--- config.mk ---
export PLATFORM = sky130hd
export DESIGN_NAME = mpds_top
export DESIGN_NICKNAME = d
export VERILOG_FILES = /design/src/hw/mpds_pkg.sv /design/src/hw/mpds_step_gen.sv /design/src/hw/mpds_top.sv
export VERILOG_INCLUDE_DIRS = /design/src /design/src/hw
export SDC_FILE = /design/constraint.sdc
export NUM_CORES = 1
export LEC_CHECK = 0
export BUFFER_PORTS_ARGS = -buffer_cell sky130_fd_sc_hd__buf_2
export CORE_ASPECT_RATIO = 1.1
export CORE_MARGIN = 5
export CORE_UTILIZATION = 50
export DETAILED_ROUTE_END_ITERATION = 10
export PLACE_DENSITY = 0.68
export SETUP_SLACK_MARGIN = 0.15
export SYNTH_ARGS = -nofsm -noshare
export SYNTH_HDL_FRONTEND = slang
export SYNTH_HIERARCHICAL = 1
export SYNTH_SLANG_ARGS = --single-unit
--- constraint.sdc ---
create_clock -name clk -period 5 [get_ports clk]
set_input_delay 0.5 -clock clk [delete_from_list [all_inputs] [get_ports clk]]
set_output_delay 0.5 -clock clk [all_outputs]
set_load 0.01 [all_outputs]
--- src/hw/mpds_params.svh ---
// Constants of the metering pump dispense sequencer: offsets, resets, timing.
// Assumes a 40 MHz system clock; included by bare name from the design modules.
`ifndef MPDS_PARAMS_SVH
`define MPDS_PARAMS_SVH

`define MPDS_CLK_HZ         40000000
`define MPDS_STEPS_PER_REV  200
`define MPDS_STALL_MARGIN   8
`define MPDS_STALL_LIMIT    (`MPDS_STEPS_PER_REV + `MPDS_STALL_MARGIN)
`define MPDS_SETTING_MAX    10'h3e7
`define MPDS_COUNT_RST      10'h001
`define MPDS_SPEED_RST      10'h1f4
`define MPDS_FULL_SCALE     1000
`define MPDS_MAX_SPS        3333
`define MPDS_ACC_MOD        (64'h1 * `MPDS_CLK_HZ * `MPDS_FULL_SCALE / `MPDS_MAX_SPS)
`define MPDS_RAMP_US        1000
`define MPDS_RAMP_CYC       (`MPDS_RAMP_US * (`MPDS_CLK_HZ / 1000000))

`define MPDS_ADDR_CTRL      4'h0
`define MPDS_ADDR_STATUS    4'h1
`define MPDS_ADDR_REVS      4'h2
`define MPDS_ADDR_COUNT_SET 4'h3
`define MPDS_ADDR_SPEED_SET 4'h4
`define MPDS_CTRL_CLR_STALL 0

`endif

--- src/hw/mpds_pkg.sv ---
// Types of the metering pump dispense sequencer.
// Assumes nothing beyond a SystemVerilog compiler.
package mpds_pkg;

    localparam int ACC_W   = 25;
    localparam int PANEL_W = 11;

    typedef logic [9:0] mpds_setting_t;

    typedef enum logic [5:0] {
        ST_IDLE     = 6'h01,
        ST_RUN      = 6'h02,
        ST_STOP     = 6'h04,
        ST_RETRACT  = 6'h08,
        ST_RET_STOP = 6'h10,
        ST_STALL    = 6'h20
    } mpds_state_t;

    // Front panel, trigger and spindle sensor pins; all asynchronous
    typedef struct packed {
        logic dispense_or_continuous_select;
        logic flow_direction_select;
        logic retract_mode_select;
        logic run_press;
        logic halt_press;
        logic count_plus;
        logic count_minus;
        logic speed_plus;
        logic speed_minus;
        logic contact_closure_trigger_input;
        logic spindle_pulse;
    } mpds_panel_t;

    typedef struct packed {
        logic dispense_lamp;
        logic continuous_lamp;
        logic forward_lamp;
        logic reverse_lamp;
        logic normal_lamp;
        logic retract_lamp;
        logic run_lamp;
        logic halt_lamp;
    } mpds_lamp_t;

endpackage

--- src/hw/mpds_step_gen.sv ---
// Step rate generator with linear acceleration and deceleration ramps.
// Assumes run and target come from logic on the same clock.
`timescale 1ns/1ps
`include "mpds_params.svh"

module mpds_step_gen #(
    parameter int unsigned RAMP_TICK_CYCLES = `MPDS_RAMP_CYC
) (
    input  wire logic                    clk,
    input  wire logic                    rst,
    input  wire logic                    run,
    input  wire mpds_pkg::mpds_setting_t target,
    output logic                         step,
    output logic                         moving
);
    import mpds_pkg::*;

    localparam logic [ACC_W-1:0] ACC_MOD = ACC_W'(`MPDS_ACC_MOD);

    logic [31:0]      ramp_cnt;
    logic             ramp_tick;
    mpds_setting_t    cur_rate;
    logic [ACC_W-1:0] acc;
    logic [ACC_W-1:0] next_acc;

    assign ramp_tick = (ramp_cnt == 32'(RAMP_TICK_CYCLES - 1));
    assign next_acc  = acc + ACC_W'(cur_rate);

    always_ff @(posedge clk) begin
        if (rst || ramp_tick) begin
            ramp_cnt <= 32'h0;
        end else begin
            ramp_cnt <= ramp_cnt + 32'h1;
        end
    end

    // One count per tick: full speed is reached gradually, never abruptly
    always_ff @(posedge clk) begin
        if (rst) begin
            cur_rate <= 10'h000;
        end else if (ramp_tick) begin
            if (run && cur_rate < target) begin
                cur_rate <= cur_rate + 10'h001;
            end else if ((!run || cur_rate > target) && cur_rate != 10'h000) begin
                cur_rate <= cur_rate - 10'h001;
            end
        end
    end

    // Phase accumulator: step period is inverse to the rate, zero rate never steps
    always_ff @(posedge clk) begin
        if (rst) begin
            acc  <= '0;
            step <= 1'b0;
        end else if (cur_rate == 10'h000) begin
            acc  <= '0;
            step <= 1'b0;
        end else if (next_acc >= ACC_MOD) begin
            acc  <= next_acc - ACC_MOD;
            step <= 1'b1;
        end else begin
            acc  <= next_acc;
            step <= 1'b0;
        end
    end

    always_ff @(posedge clk) begin
        if (rst) begin
            moving <= 1'b0;
        end else begin
            moving <= (cur_rate != 10'h000);
        end
    end

endmodule

--- src/hw/mpds_top.sv ---
// Metering pump dispense sequencer: panel, trigger, spindle counting, stepper control.
// Assumes asynchronous panel pins and a same-clock register master.
//
// Functional notes
// - Select input picks counted dispense or continuous running.
// - Flow direction select sets motor rotation direction.
// - Lamps show the active side of mode and direction selects.
// - Run press starts pump operation; halt press stops it.
// - Green run lamp after run, red halt lamp after halt, held.
// - Retract mode select chooses normal or retract, with lamps.
// - Rotation count setting, 000 to 999, gives revolutions per cycle.
// - Plus raises a setting by one, minus lowers it by one.
// - Stepping speed proportional to speed setting, 0.1 percent per count.
// - External trigger input starts operation like a run press.
// - Count spindle pulses; decelerate when count reaches the setting.
// - Ramp stepping rate up at start and down before stop.
// - Trigger acts on its rising edge only; length is irrelevant.
// - Stall when over 200 steps plus margin pass without spindle pulse.
// - Continuous runs until halt; switching to dispense adds counted revolutions.
// - In retract mode, reverse until the next spindle pulse after each completed dispense.
`timescale 1ns/1ps
`include "mpds_params.svh"

module mpds_top #(
    parameter int unsigned RAMP_TICK_CYCLES = `MPDS_RAMP_CYC
) (
    input  wire logic                 clk,
    input  wire logic                 rst,
    input  wire mpds_pkg::mpds_panel_t panel,
    input  wire logic [3:0]           reg_addr,
    input  wire logic [15:0]          reg_wdata,
    input  wire logic                 reg_wr,
    input  wire logic                 reg_rd,
    output logic [15:0]               reg_rdata,
    output logic                      step_pulse,
    output logic                      motor_dir,
    output mpds_pkg::mpds_lamp_t      lamps,
    output logic                      stall_fault,
    output logic                      busy
);
    import mpds_pkg::*;

    localparam logic [8:0] STALL_LIMIT = 9'(`MPDS_STALL_LIMIT);

    logic [PANEL_W-1:0] pin_raw;
    logic [PANEL_W-1:0] sync1;
    logic [PANEL_W-1:0] sync2;
    logic [PANEL_W-1:0] prev;
    mpds_panel_t        pin_now;
    mpds_panel_t        pin_rise;

    mpds_setting_t      rotation_count_setting;
    mpds_setting_t      speed_setting;
    mpds_setting_t      rev_count;
    mpds_state_t        state;
    logic               retract_due;
    logic               dir_latch;
    logic [8:0]         steps_since_rev;
    logic               stall_hit;
    logic               start_evt;
    logic               halt_evt;
    logic               run_req;
    logic               moving;
    logic               counting;
    logic               count_done;
    logic               continuous;
    logic               clr_stall;

    assign pin_raw = panel;

    // Three flops per pin; edge detection reads the second and third stages
    genvar gi;
    generate
        for (gi = 0; gi < PANEL_W; gi++) begin : g_sync
            always_ff @(posedge clk) begin
                if (rst) begin
                    sync1[gi] <= 1'b0;
                    sync2[gi] <= 1'b0;
                    prev[gi]  <= 1'b0;
                end else begin
                    sync1[gi] <= pin_raw[gi];
                    sync2[gi] <= sync1[gi];
                    prev[gi]  <= sync2[gi];
                end
            end
        end
    endgenerate

    assign pin_now  = mpds_panel_t'(sync2);
    assign pin_rise = mpds_panel_t'(sync2 & ~prev);

    // Halt wins over a start arriving in the same cycle
    assign halt_evt   = pin_rise.halt_press;
    assign start_evt  = (pin_rise.run_press
                       | pin_rise.contact_closure_trigger_input)
                       & ~halt_evt;
    assign continuous = pin_now.dispense_or_continuous_select;
    assign counting   = (state == ST_RUN) && !continuous;
    assign count_done = counting && (rev_count >= rotation_count_setting);
    assign stall_hit  = (steps_since_rev > STALL_LIMIT);
    assign run_req    = (state == ST_RUN) || (state == ST_RETRACT);
    assign clr_stall  = reg_wr && (reg_addr == `MPDS_ADDR_CTRL)
                        && reg_wdata[`MPDS_CTRL_CLR_STALL];

    // Settings saturate at both ends of 000..999
    always_ff @(posedge clk) begin
        if (rst) begin
            rotation_count_setting <= `MPDS_COUNT_RST;
        end else if (pin_rise.count_plus && rotation_count_setting < `MPDS_SETTING_MAX) begin
            rotation_count_setting <= rotation_count_setting + 10'h001;
        end else if (pin_rise.count_minus && rotation_count_setting != 10'h000) begin
            rotation_count_setting <= rotation_count_setting - 10'h001;
        end
    end

    always_ff @(posedge clk) begin
        if (rst) begin
            speed_setting <= `MPDS_SPEED_RST;
        end else if (pin_rise.speed_plus && speed_setting < `MPDS_SETTING_MAX) begin
            speed_setting <= speed_setting + 10'h001;
        end else if (pin_rise.speed_minus && speed_setting != 10'h000) begin
            speed_setting <= speed_setting - 10'h001;
        end
    end

    always_ff @(posedge clk) begin
        if (rst) begin
            state <= ST_IDLE;
        end else begin
            unique case (state)
                ST_IDLE: begin
                    if (start_evt) begin
                        state <= ST_RUN;
                    end
                end
                ST_RUN: begin
                    if (halt_evt) begin
                        state <= ST_STOP;
                    end else if (stall_hit) begin
                        state <= ST_STALL;
                    end else if (count_done) begin
                        state <= ST_STOP;
                    end
                end
                ST_STOP: begin
                    if (!moving) begin
                        state <= retract_due ? ST_RETRACT : ST_IDLE;
                    end
                end
                ST_RETRACT: begin
                    if (halt_evt || pin_rise.spindle_pulse) begin
                        state <= ST_RET_STOP;
                    end else if (stall_hit) begin
                        state <= ST_STALL;
                    end
                end
                ST_RET_STOP: begin
                    if (!moving) begin
                        state <= ST_IDLE;
                    end
                end
                ST_STALL: begin
                    if (!moving) begin
                        state <= ST_IDLE;
                    end
                end
                default: begin
                    state <= ST_IDLE;
                end
            endcase
        end
    end

    // Retract follows only a completed count, sampled at that moment
    always_ff @(posedge clk) begin
        if (rst) begin
            retract_due <= 1'b0;
        end else if (state == ST_RUN && !halt_evt && !stall_hit && count_done) begin
            retract_due <= pin_now.retract_mode_select;
        end else if (halt_evt || state == ST_IDLE || state == ST_RETRACT) begin
            retract_due <= 1'b0;
        end
    end

    // Continuous running holds the count at zero, so a switch to dispense counts afresh
    always_ff @(posedge clk) begin
        if (rst) begin
            rev_count <= 10'h000;
        end else if (state == ST_IDLE || (state == ST_RUN && continuous)) begin
            rev_count <= 10'h000;
        end else if (counting && pin_rise.spindle_pulse && rev_count != 10'h3ff) begin
            rev_count <= rev_count + 10'h001;
        end
    end

    // Steps since the last spindle pulse; decel steps count too
    always_ff @(posedge clk) begin
        if (rst) begin
            steps_since_rev <= 9'h000;
        end else if (state == ST_IDLE || pin_rise.spindle_pulse) begin
            steps_since_rev <= 9'h000;
        end else if (step_pulse && steps_since_rev != 9'h1ff) begin
            steps_since_rev <= steps_since_rev + 9'h001;
        end
    end

    // Set wins over clear
    always_ff @(posedge clk) begin
        if (rst) begin
            stall_fault <= 1'b0;
        end else if (run_req && stall_hit) begin
            stall_fault <= 1'b1;
        end else if (clr_stall || halt_evt) begin
            stall_fault <= 1'b0;
        end
    end

    // Direction is only taken at standstill; a stall during retract restores dir_latch while the drive still decelerates
    always_ff @(posedge clk) begin
        if (rst) begin
            dir_latch <= 1'b0;
            motor_dir <= 1'b0;
        end else begin
            if (state == ST_IDLE) begin
                dir_latch <= pin_now.flow_direction_select;
            end
            if (state == ST_RETRACT || state == ST_RET_STOP) begin
                motor_dir <= ~dir_latch;
            end else begin
                motor_dir <= dir_latch;
            end
        end
    end

    always_ff @(posedge clk) begin
        if (rst) begin
            lamps.dispense_lamp   <= 1'b0;
            lamps.continuous_lamp <= 1'b0;
            lamps.forward_lamp    <= 1'b0;
            lamps.reverse_lamp    <= 1'b0;
            lamps.normal_lamp     <= 1'b0;
            lamps.retract_lamp    <= 1'b0;
        end else begin
            lamps.dispense_lamp   <= ~pin_now.dispense_or_continuous_select;
            lamps.continuous_lamp <= pin_now.dispense_or_continuous_select;
            lamps.forward_lamp    <= ~pin_now.flow_direction_select;
            lamps.reverse_lamp    <= pin_now.flow_direction_select;
            lamps.normal_lamp     <= ~pin_now.retract_mode_select;
            lamps.retract_lamp    <= pin_now.retract_mode_select;
        end
    end

    always_ff @(posedge clk) begin
        if (rst) begin
            lamps.run_lamp  <= 1'b0;
            lamps.halt_lamp <= 1'b1;
        end else if (halt_evt) begin
            lamps.run_lamp  <= 1'b0;
            lamps.halt_lamp <= 1'b1;
        end else if (start_evt) begin
            lamps.run_lamp  <= 1'b1;
            lamps.halt_lamp <= 1'b0;
        end
    end

    always_ff @(posedge clk) begin
        if (rst) begin
            busy <= 1'b0;
        end else begin
            busy <= (state != ST_IDLE);
        end
    end

    // Read data stands only in the cycle after the strobe
    always_ff @(posedge clk) begin
        if (rst || !reg_rd) begin
            reg_rdata <= 16'h0000;
        end else begin
            unique case (reg_addr)
                `MPDS_ADDR_STATUS: begin
                    reg_rdata <= {6'h00, 1'b0, state, moving, motor_dir, stall_fault};
                end
                `MPDS_ADDR_REVS: begin
                    reg_rdata <= {6'h00, rev_count};
                end
                `MPDS_ADDR_COUNT_SET: begin
                    reg_rdata <= {6'h00, rotation_count_setting};
                end
                `MPDS_ADDR_SPEED_SET: begin
                    reg_rdata <= {6'h00, speed_setting};
                end
                default: begin
                    reg_rdata <= 16'h0000;
                end
            endcase
        end
    end

    mpds_step_gen #(
        .RAMP_TICK_CYCLES (RAMP_TICK_CYCLES)
    ) u_step_gen (
        .clk    (clk),
        .rst    (rst),
        .run    (run_req),
        .target (speed_setting),
        .step   (step_pulse),
        .moving (moving)
    );

endmodule

==> metrics, run 1 <==
outcome finished, final reports clean; fraction of layout instances using a drive strength above 1 9.46%; Remaining DRCs 0; Hold Violations, Final 0; post-route design area 10500 sq um; Post-CTS Repair Setup Buffers 0; count of input and output buffers 41; clock tree from TritonCTS yes; fill cell count 1776; min Tclk post-route around 4.4 ns; synthesized instance count 1117; synth top area cells dfxtp_1, ha_1, nor2_1, xor2_1, xnor2_1; flip-flop and latch count after synthesis 167; Antenna Violating Nets Remaining 0; critical path's slowest cell or4_1; setup repair after global routing missed its margin false; most common library cell in the layout ignoring fill and taps dfxtp_1; Max Fanout on Critical Path 8; count of final setup violators 0; total global routing overflow 0; number of distinct library cells after synthesis 80; cell-by-cell listing of the critical path or3b_4 -> or4_1 -> nand2_1 -> inv_1 -> nor2_1 -> nand2_1 -> a31oi_1 -> inv_1 -> ha_1 -> a21o_1 -> a21oi_1 -> nand2b_1 -> a21boi_0 -> o41a_1 -> a31oi_1 -> xor2_1 -> nand2_1 -> xor2_1 -> nor2_1; total buffers and inverters traversed by the critical path 2; vias per inst 5.72; xor/xnor share of the synthesized area 8.46%; count of inserted antenna diode cells 0; total leakage power around 4.1 nW; global placement routability congestion 0.874; number of detailed-routing iterations run before antenna repair 7; Placed Cells incl. Taps between 1000 and 1500; most used flip-flop cell after synthesis dfxtp_1; kind of cell adding the most delay to the critical path simple AND/OR/NAND/NOR gates; top-level I/O count 63; Iteration-0 DRC Markers approximately 620; H-tree depth reported by CTS 4; initial standard-cell utilization of the core 50.4%; class of the tightest hold or removal check in2reg; Placement Rows 53; Mapped Avg Cell Area 8.52 sq um; Final Net Count 1238; number of global-route vias before repair 7531; core area about 19000 sq um; main combinational cell family by area after synthesis simple AND/OR/NAND/NOR gates; synth-to-layout area growth 9.81%; worst clock skew on the final layout 0.0120 ns; Die X 142 um; post-synthesis async set-or-reset flop share 0%; clock-pin slew reported for the worst setup and hold paths after clock tree synthesis 0.07 ns; P per Cell Area 306 nW/um^2; total global-route track usage between 10% and 20%; worst endpoint required time 5.31 ns; most area-hungry cell type in the Yosys netlist dfxtp_1; Die Footprint 21900 sq um; global-route wire length before repair 35700 um; wire length per cell after detailed routing 15.2 um; detailed-route via count 8001; top cell type's share of synthesized area between 30% and 40%; Layout Cells excl Fill 1399; Clock Tree Buf Depth 2; height of the die 155 um; Final Slew Violations 0; fraction of the mapped netlist area in compound gates approximately 18%; Total Neg Setup Slack 0 ns; Sink Count 167; maximum single-stage delay on the critical path 0.56 ns; number of enable flip-flop cells after synthesis 0; CP most frequent cell nand2_1; CTS Hold Buffers Added 0; share of synthesized area occupied by flip-flops and latches between 30% and 40%; Warnings, synthesis 6; number of CTS-inserted buffers 17; CP endpoint kind register; mux share of post-synthesis cell area about 2.1%; area of the mapped netlist 9520 sq um; synthesized-area fraction occupied by adder cells 8.73%; pin count of the biggest net entering global routing 40; total length of routed wires around 21000 um; # Max-Cap Violations 0; reg2reg setup slack 0.64 ns; most frequent cells in the layout dfxtp_1, nor2_1, a21oi_1, nand2_1, ha_1; data arrival time at the worst-slack endpoint 4.67 ns; worst setup path category reg2reg; largest voltage drop on the vdd net between 0.2 and 0.25 mV; Finished Core Util 55.3%; Detail Placement HPWL 15100 um; initial antenna violation count 0; Root Buffer clkbuf_16; highest clock rate 0.229 GHz; simple-gate share of the synthesized area 22.8%; Period Utilization, post-route approximately 87%; critical path launch point type register; number of cells upsized or downsized after cts 0; Slew @ Worst Pin 1.01 ns; latest clock arrival within the worst-skew pair between 0.4 and 0.5 ns; instance area after placement 9840 sq um; normalized max-slew margin approximately a third
per-stage QoR:
stage                     worst slack (ns)  power [mW]  hold WS (ns)
after global routing                 0.275        3.34         0.263
after global placement               0.499        1.87         0.416
after detailed placement             0.429        1.88         0.422
after CTS                            0.410        3.23         0.249
after floorplan                      0.988        1.78         0.406
final                                0.643        3.20         0.271
synthesized netlist by cell type (5+ instances only):
cell type and n:
and4_1 5, a21oi_1 69, xor2_1 48, buf_4 12
mux2i_1 20, o21ai_0 47, nor4_1 13, or3_1 22
or2_2 7, o211ai_1 14, ha_1 60, and3_1 22
o21a_1 12, nand2_1 67, a211oi_1 10, buf_2 9
nor4b_1 5, a31oi_1 7, xnor2_1 44, a222oi_1 9
dfxtp_1 167, inv_1 49, a21o_1 14, nor2_1 128
nor2b_1 43, and2_1 12, clkbuf_1 25, nor3_1 26
nand3_1 35, nand2b_1 8, nand4_1 17
logic make-up (layout without fill, tap and decap cells):
group | Yosys count | count (layout)
AND/OR/NAND/NOR | 425 | 425
AO/OA/AOI/OAI | 248 | 248
flip-flops | 167 | 167
buffers and inverters | 100 | 130
XOR/XNOR | 92 | 92
adder cells (fa/ha/maj) | 64 | 64
multiplexers | 20 | 20
other | 1 | 6
worst reg2reg max path, cell delays in order (launching register included):
cell and delay (ns):
dfxtp_1 0.45, or3b_4 0.43, or4_1 0.56, nand2_1 0.20, inv_1 0.08, nor2_1 0.13
nand2_1 0.06, a31oi_1 0.20, inv_1 0.20, ha_1 0.31, a21o_1 0.17, a21oi_1 0.19
nand2b_1 0.13, a21boi_0 0.11, o41a_1 0.37, a31oi_1 0.21, xor2_1 0.16, nand2_1 0.08
xor2_1 0.16, nor2_1 0.05
cell type report:
cell class                      instances  area, sq um  area share, %
Clock buffer                           17          425           4.07
Clock inverter                         15          180           1.72
Inverter                               49          184           1.76
Multi-Input combinational cell        855         5750           55.0
Sequential cell                       167         3340           32.0
Tap cell                              247          309           2.96
Timing Repair Buffer                   49          265           2.54
registers in the layout (all words and copies together) (netlist names):
signal	flops
reg_rdata	10
rev_count	10
lamps	8
state	6
u_step_gen/acc	25
prev	8
stall_fault	1
dir_latch	1
busy	1
u_step_gen/step	1
retract_due	1
u_step_gen/ramp_cnt	32
steps_since_rev	9
u_step_gen/cur_rate	10
pin_now	10
sync1	11
u_step_gen/moving	1
rotation_count_setting	10
speed_setting	10
motor_dir	1
continuous	1
routing by layer:
| metal | routed length (um) | share of wire (%) | track usage (%) | up-vias |
|---|---|---|---|---|
| met5 | 0 | 0 | 0 | - |
| met4 | 485 | 2.3 | 7.08 | 0 |
| met3 | 902 | 4.2 | 3.15 | 40 |
| met2 | 9880 | 46 | 33.0 | 193 |
| met1 | 10000 | 47 | 25.1 | 3739 |
| li1 | - | - | - | 4029 |
power breakdown:
group	switching (mW)	leakage [nW]	internal, mW
logic	0.233	2.49	0.180
clock network	0.632	0.297	0.721
registers	0.0618	1.36	1.37
worst paths after layout:
check	startpoint	endpoint	depth (start not counted)
worst max-delay path	state[1]	u_step_gen/cur_rate[9]	19
worst min-delay path	panel[7]	sync1[7]	2
worst max register to register	state[1]	u_step_gen/cur_rate[9]	19
worst min register to register	sync1[9]	pin_now[9]	1
Power figures use the tool's default switching activity.
==> run 2, diff against run 1 <==
GPL_TIMING_DRIVEN = 0   (was unset)
==> metrics, run 2 (synthesized netlist as in run 1, its figures left out) <==
synth-to-layout area growth 11.9%; highest clock rate 0.224 GHz; largest voltage drop on the vdd net between 0.2 and 0.25 mV; worst clock skew on the final layout 0.0131 ns; Die X 142 um; critical register-to-register path startpoint state[1]; reg-to-reg critical path endpoint u_step_gen/cur_rate[9]; part of the power in registers 45.3%; Total Neg Setup Slack 0 ns; Hold Violations, Final 0; Iteration-0 DRC Markers 518; count of final setup violators 0; number of global-route vias before repair 7730; CTS Hold Buffers Added 0; wire length per cell after detailed routing 15.6 um; largest registers ranked by flip-flop count u_step_gen/ramp_cnt (32), u_step_gen/acc (25), sync1 (11); fraction of layout instances using a drive strength above 1 10.8%; detailed-route via count 8097; clock-pin slew reported for the worst setup and hold paths after clock tree synthesis 0.08 ns; total global-route track usage 21.2%; initial standard-cell utilization of the core between 50 and 60%; maximum single-stage delay on the critical path between 0.4 and 0.5 ns; pin count of the biggest net entering global routing 19; height of the die 155 um; CP endpoint kind register; worst endpoint required time 5.31 ns; critical path launch point type register; clock tree from TritonCTS yes; critical path's slowest cell dfxtp_1; global-route met2 utilization between 30% and 40%; Int Pwr 2.23 mW; total leakage power 4.26 nW; Final Slew Violations 0; Hold Crit Endpoint sync1[1]; cell-by-cell listing of the critical path or3b_4 -> or4_1 -> clkbuf_2 -> nand2_1 -> inv_1 -> nor2_1 -> nand2_1 -> a31oi_1 -> inv_2 -> ha_1 -> a21o_1 -> a21oi_1 -> nand2b_1 -> a21boi_0 -> o41a_1 -> a31oi_1 -> xor2_1 -> nand2_1 -> xor2_1 -> nor2_1; CP most frequent cell nand2_1; global placement routability congestion 0.909; Root Buffer clkbuf_16; Largest register FFs 32; core area 18900 sq um; vias per inst 5.61; Comb pwr share 13.9%; Period Utilization, post-route roughly nine tenths; total power draw 3.15 mW; Net Sw Power 920 uW; Clock Tree Buf Depth 2; Reg with most FFs u_step_gen/ramp_cnt; normalized max-slew margin 33.9%; class of the tightest hold or removal check in2reg; Remaining DRCs 0; setup repair after global routing missed its margin false; Max Fanout on Critical Path 8; Placement Rows 53; count of inserted antenna diode cells 0; Antenna Violating Nets Remaining 0; reg2reg setup slack 0.54 ns; proportion of power drawn by the clock network 40.8%; global routing usage on met3 4.05%; Post-CTS Repair Setup Buffers 0; Sw Ratio 29.3%; most common library cell in the layout ignoring fill and taps dfxtp_1; Final Net Count around 1300; latest clock arrival within the worst-skew pair between 0.4 and 0.5 ns; number of cells on the worst hold path 2; fill cell count 1767; Die Footprint 21900 sq um; # Max-Cap Violations 0; min Tclk post-route approximately 4.5 ns; outcome finished, final reports clean; most frequent cells in the layout dfxtp_1, nor2_1, a21oi_1, nand2_1, ha_1; total length of routed wires roughly 23000 um; total global routing overflow 0; number of detailed-routing iterations run before antenna repair 6; Slew @ Worst Pin 0.982 ns; P per Cell Area slightly below 300 nW/um^2; global-route wire length before repair 38300 um; Sink Count between 150 and 200; number of CTS-inserted buffers 17; area of the multi-input gates 5750 sq um; M1 GR Usage 28.2%; top-level I/O count 63; data arrival time at the worst-slack endpoint 4.77 ns; count of input and output buffers 41; initial antenna violation count 0; path depth of the worst reg2reg path 20; launch instance of the worst min-delay path panel[1]; H-tree depth reported by CTS 4; routing layer with the top usage in global route met2; FF/Latch Area about 3300 sq um; worst setup path category reg2reg; Detail Placement HPWL roughly 17000 um
==> run 2: changes by cell type in the layout (fill, tap and decap cells not counted), sizes merged <==
cell / before / now
clkbuf: 17 / 43
clkinvlp: 1 / 2
clkinv: 4 / 7
buf: 49 / 68
inv: 58 / 55
bufinv: 1 / 0
==> run 2: layout make-up <==
cell class                      instances  share of cell area [%]
Multi-Input combinational cell        855                    53.9
Sequential cell                       167                    31.4
Clock buffer                           17                    3.99
Tap cell                              247                    2.90
Buffer                                 51                    2.55
Timing Repair Buffer                   43                    2.04
Inverter                               49                    1.73
Clock inverter                         15                    1.50
==> run 2: power by group through the flow <==
stage                     clock [mW]  combinational [mW]  sequential (mW)
after floorplan                    0               0.338             1.44
after global placement             0               0.425             1.45
after detailed placement           0               0.433             1.46
after CTS                       1.31               0.436             1.42
after global routing            1.38               0.492             1.43
final                           1.28               0.437             1.42
==> run 2: stage by stage <==
| step | setup slack [ns] | util, % | hold WS (ns) | area, sq um | instances |
|---|---|---|---|---|---|
| 3_5_place_dp | 0.554 | 53.3 | 0.424 | 10100 | 1412 |
| 5_1_grt | 0.199 | 56.4 | 0.270 | 10700 | 1444 |
| 6_report | 0.536 | 56.4 | 0.275 | 10700 | 1444 |
| 2_1_floorplan | 0.988 | - | 0.406 | 9540 | 1122 |
| 4_1_cts | 0.501 | 56.4 | 0.264 | 10700 | 1444 |
| 3_3_place_gp | 0.539 | 53.2 | 0.417 | 10100 | 1410 |
==> run 2: worst max-delay path by stage <==
stage | slack [ns] | depth (start not counted) | startpoint | to
final | 0.54 | 20 | state[1] | u_step_gen/cur_rate[9]
after global routing | 0.20 | 20 | state[1] | u_step_gen/cur_rate[9]
after CTS | 0.50 | 20 | state[1] | u_step_gen/cur_rate[9]
after detailed placement | 0.55 | 20 | state[1] | u_step_gen/cur_rate[9]
after global placement | 0.54 | 20 | state[1] | u_step_gen/cur_rate[9]
after floorplan | 0.99 | 21 | state[3] | u_step_gen/cur_rate[9]
==> run 2: what timing repair did <==
| item | 4_1_cts | 5_1_grt |
|---|---|---|
| gates resized for setup | 0 | 1 |
| endpoints found under the setup margin | 0 | 1 |
| hold endpoints to repair | 0 | 0 |
==> run 2: per-layer routing <==
metal	vias to the layer above	wire length, um
li1	4122	-
met2	165	10700
met5	-	0
met3	35	1000
met4	0	391
met1	3775	10500
==> run 2: worst max-delay path: cells and delay by family (launching register included) <==
kind | cells | cell delay (ns)
AND/OR/NAND/NOR | 8 | 1.43
AO/OA/AOI/OAI | 6 | 1.42
flip-flops | 1 | 0.45
buffers and inverters | 3 | 0.42
XOR/XNOR | 2 | 0.30
adder cells (fa/ha/maj) | 1 | 0.30
==> run 3, diff against run 2 <==
CORE_UTILIZATION = 34   (was 50)
PLACE_DENSITY = unset   (was 0.68)
==> metrics, run 3 (synthesized netlist as in run 1, its figures left out) <==
global-route wire length before repair 38100 um; total leakage power 4.28 nW; normalized max-slew margin 30.3%; data arrival time at the worst-slack endpoint 4.84 ns; worst clock skew on the final layout 0.0141 ns; Iteration-0 DRC Markers 516; vias per inst 5.26; Max Fanout on Critical Path 8; CP endpoint kind register; Slew @ Worst Pin 1.03 ns; synth-to-layout area growth 13.9%; instance area after placement 10200 sq um; top-level I/O count 63; largest registers ranked by flip-flop count u_step_gen/ramp_cnt (32), u_step_gen/acc (25), sync1 (11); Place WS about 0.37 ns; fraction of layout instances using a drive strength above 1 10.8%; Largest register FFs 32; most frequent cells in the layout dfxtp_1, nor2_1, a21oi_1, nand2_1, ha_1; highest clock rate 0.220 GHz; Remaining DRCs 0; Placed Cells incl. Taps approximately 1500; Die X 170 um; most common library cell in the layout ignoring fill and taps dfxtp_1; number of detailed-routing iterations run before antenna repair 7; Antenna Violating Nets Remaining 0; Detail Placement HPWL 16900 um; Final Net Count 1284; global placement routability congestion 0.855; # Max-Cap Violations 0; maximum single-stage delay on the critical path 0.49 ns; H-tree depth reported by CTS 4; Sink Count between 150 and 200; Post-CTS Repair Setup Buffers 0; worst setup path category reg2reg; Clock Tree Buf Depth 2; count of final setup violators 0; count of inserted antenna diode cells 0; outcome finished, final reports clean; critical path's slowest cell dfxtp_1; height of the die 185 um; Final Slew Violations 0; detailed-route via count a little over 8000; total buffers and inverters traversed by the critical path 3; worst endpoint required time 5.30 ns; latest clock arrival within the worst-skew pair 0.43 ns; kind of cell adding the most delay to the critical path simple AND/OR/NAND/NOR gates; Placement Rows 64; Finished Core Util approximately two fifths; pin count of the biggest net entering global routing 18; core area around 28000 sq um; clock tree from TritonCTS yes; clock-pin slew reported for the worst setup and hold paths after clock tree synthesis 0.07 ns; initial antenna violation count 1; wire length per cell after detailed routing between 10 and 15 um; total global routing overflow 0; min Tclk post-route 4.54 ns; Hold Violations, Final 0; class of the tightest hold or removal check in2reg; Reg with most FFs u_step_gen/ramp_cnt; number of CTS-inserted buffers 17; critical path launch point type register; number of global-route vias before repair 7824; total length of routed wires 22900 um; P per Cell Area 300 nW/um^2; largest voltage drop on the vdd net roughly 0.19 mV; post-layout worst setup margin 0.462 ns; Period Utilization, post-route 90.8%; Die Footprint 31400 sq um; total global-route track usage 14.7%; Layout Cells excl Fill ~1600; CP most frequent cell nand2_1; Total Neg Setup Slack 0 ns; post-route design area 10800 sq um; cell-by-cell listing of the critical path or3b_4 -> or4_1 -> clkbuf_2 -> nand2_1 -> inv_1 -> nor2_1 -> nand2_1 -> a31oi_2 -> inv_1 -> ha_1 -> a21o_1 -> a21oi_1 -> nand2b_1 -> a21boi_0 -> o41a_1 -> a31oi_1 -> xor2_1 -> nand2_1 -> xor2_1 -> nor2_1; count of input and output buffers 41; initial standard-cell utilization of the core 34.4%; Root Buffer clkbuf_16; setup repair after global routing missed its margin false
run 3: cell type report:
type                            count  area [sq um]
Timing Repair Buffer               44           223
Sequential cell                   167          3340
Clock buffer                       18           439
Inverter                           49           184
Multi-Input combinational cell    855          5750
Clock inverter                     14           183
Tap cell                          363           454
Buffer                             51           272
Fill cell                        2840         16900
run 3: worst paths after layout:
path | startpoint | endpoint | slack, ns | cells past startpoint
worst min register to register | pin_now[7] | prev[7] | 0.43 | 2
worst max register to register | state[1] | u_step_gen/cur_rate[9] | 0.46 | 20
worst min-delay path | panel[5] | sync1[5] | 0.28 | 2
worst max-delay path | state[1] | u_step_gen/cur_rate[9] | 0.46 | 20
run 3: stage by stage:
stage	hold WS, ns	total power, mW
final	0.281	3.25
after CTS	0.268	3.29
after global placement	0.420	1.89
after floorplan	0.406	1.78
after global routing	0.269	3.41
after detailed placement	0.423	1.89
run 3: routing by layer:
layer	up-vias	GRT usage [%]	routed length (um)
met5	-	0	0
met3	40	2.57	920
met1	3865	19.0	10700
li1	4121	-	-
met2	184	24.8	10700
met4	0	5.70	528
run 3: timing repair:
item	CTS	global route
resized for setup	0	1
setup endpoints to repair	0	1
hold buffers	0	0
run 3: power by group:
part | switching [mW] | total, mW | internal, mW
sequential | 0.0541 | 1.43 | 1.37
combinational | 0.253 | 0.440 | 0.187
clock | 0.606 | 1.38 | 0.774
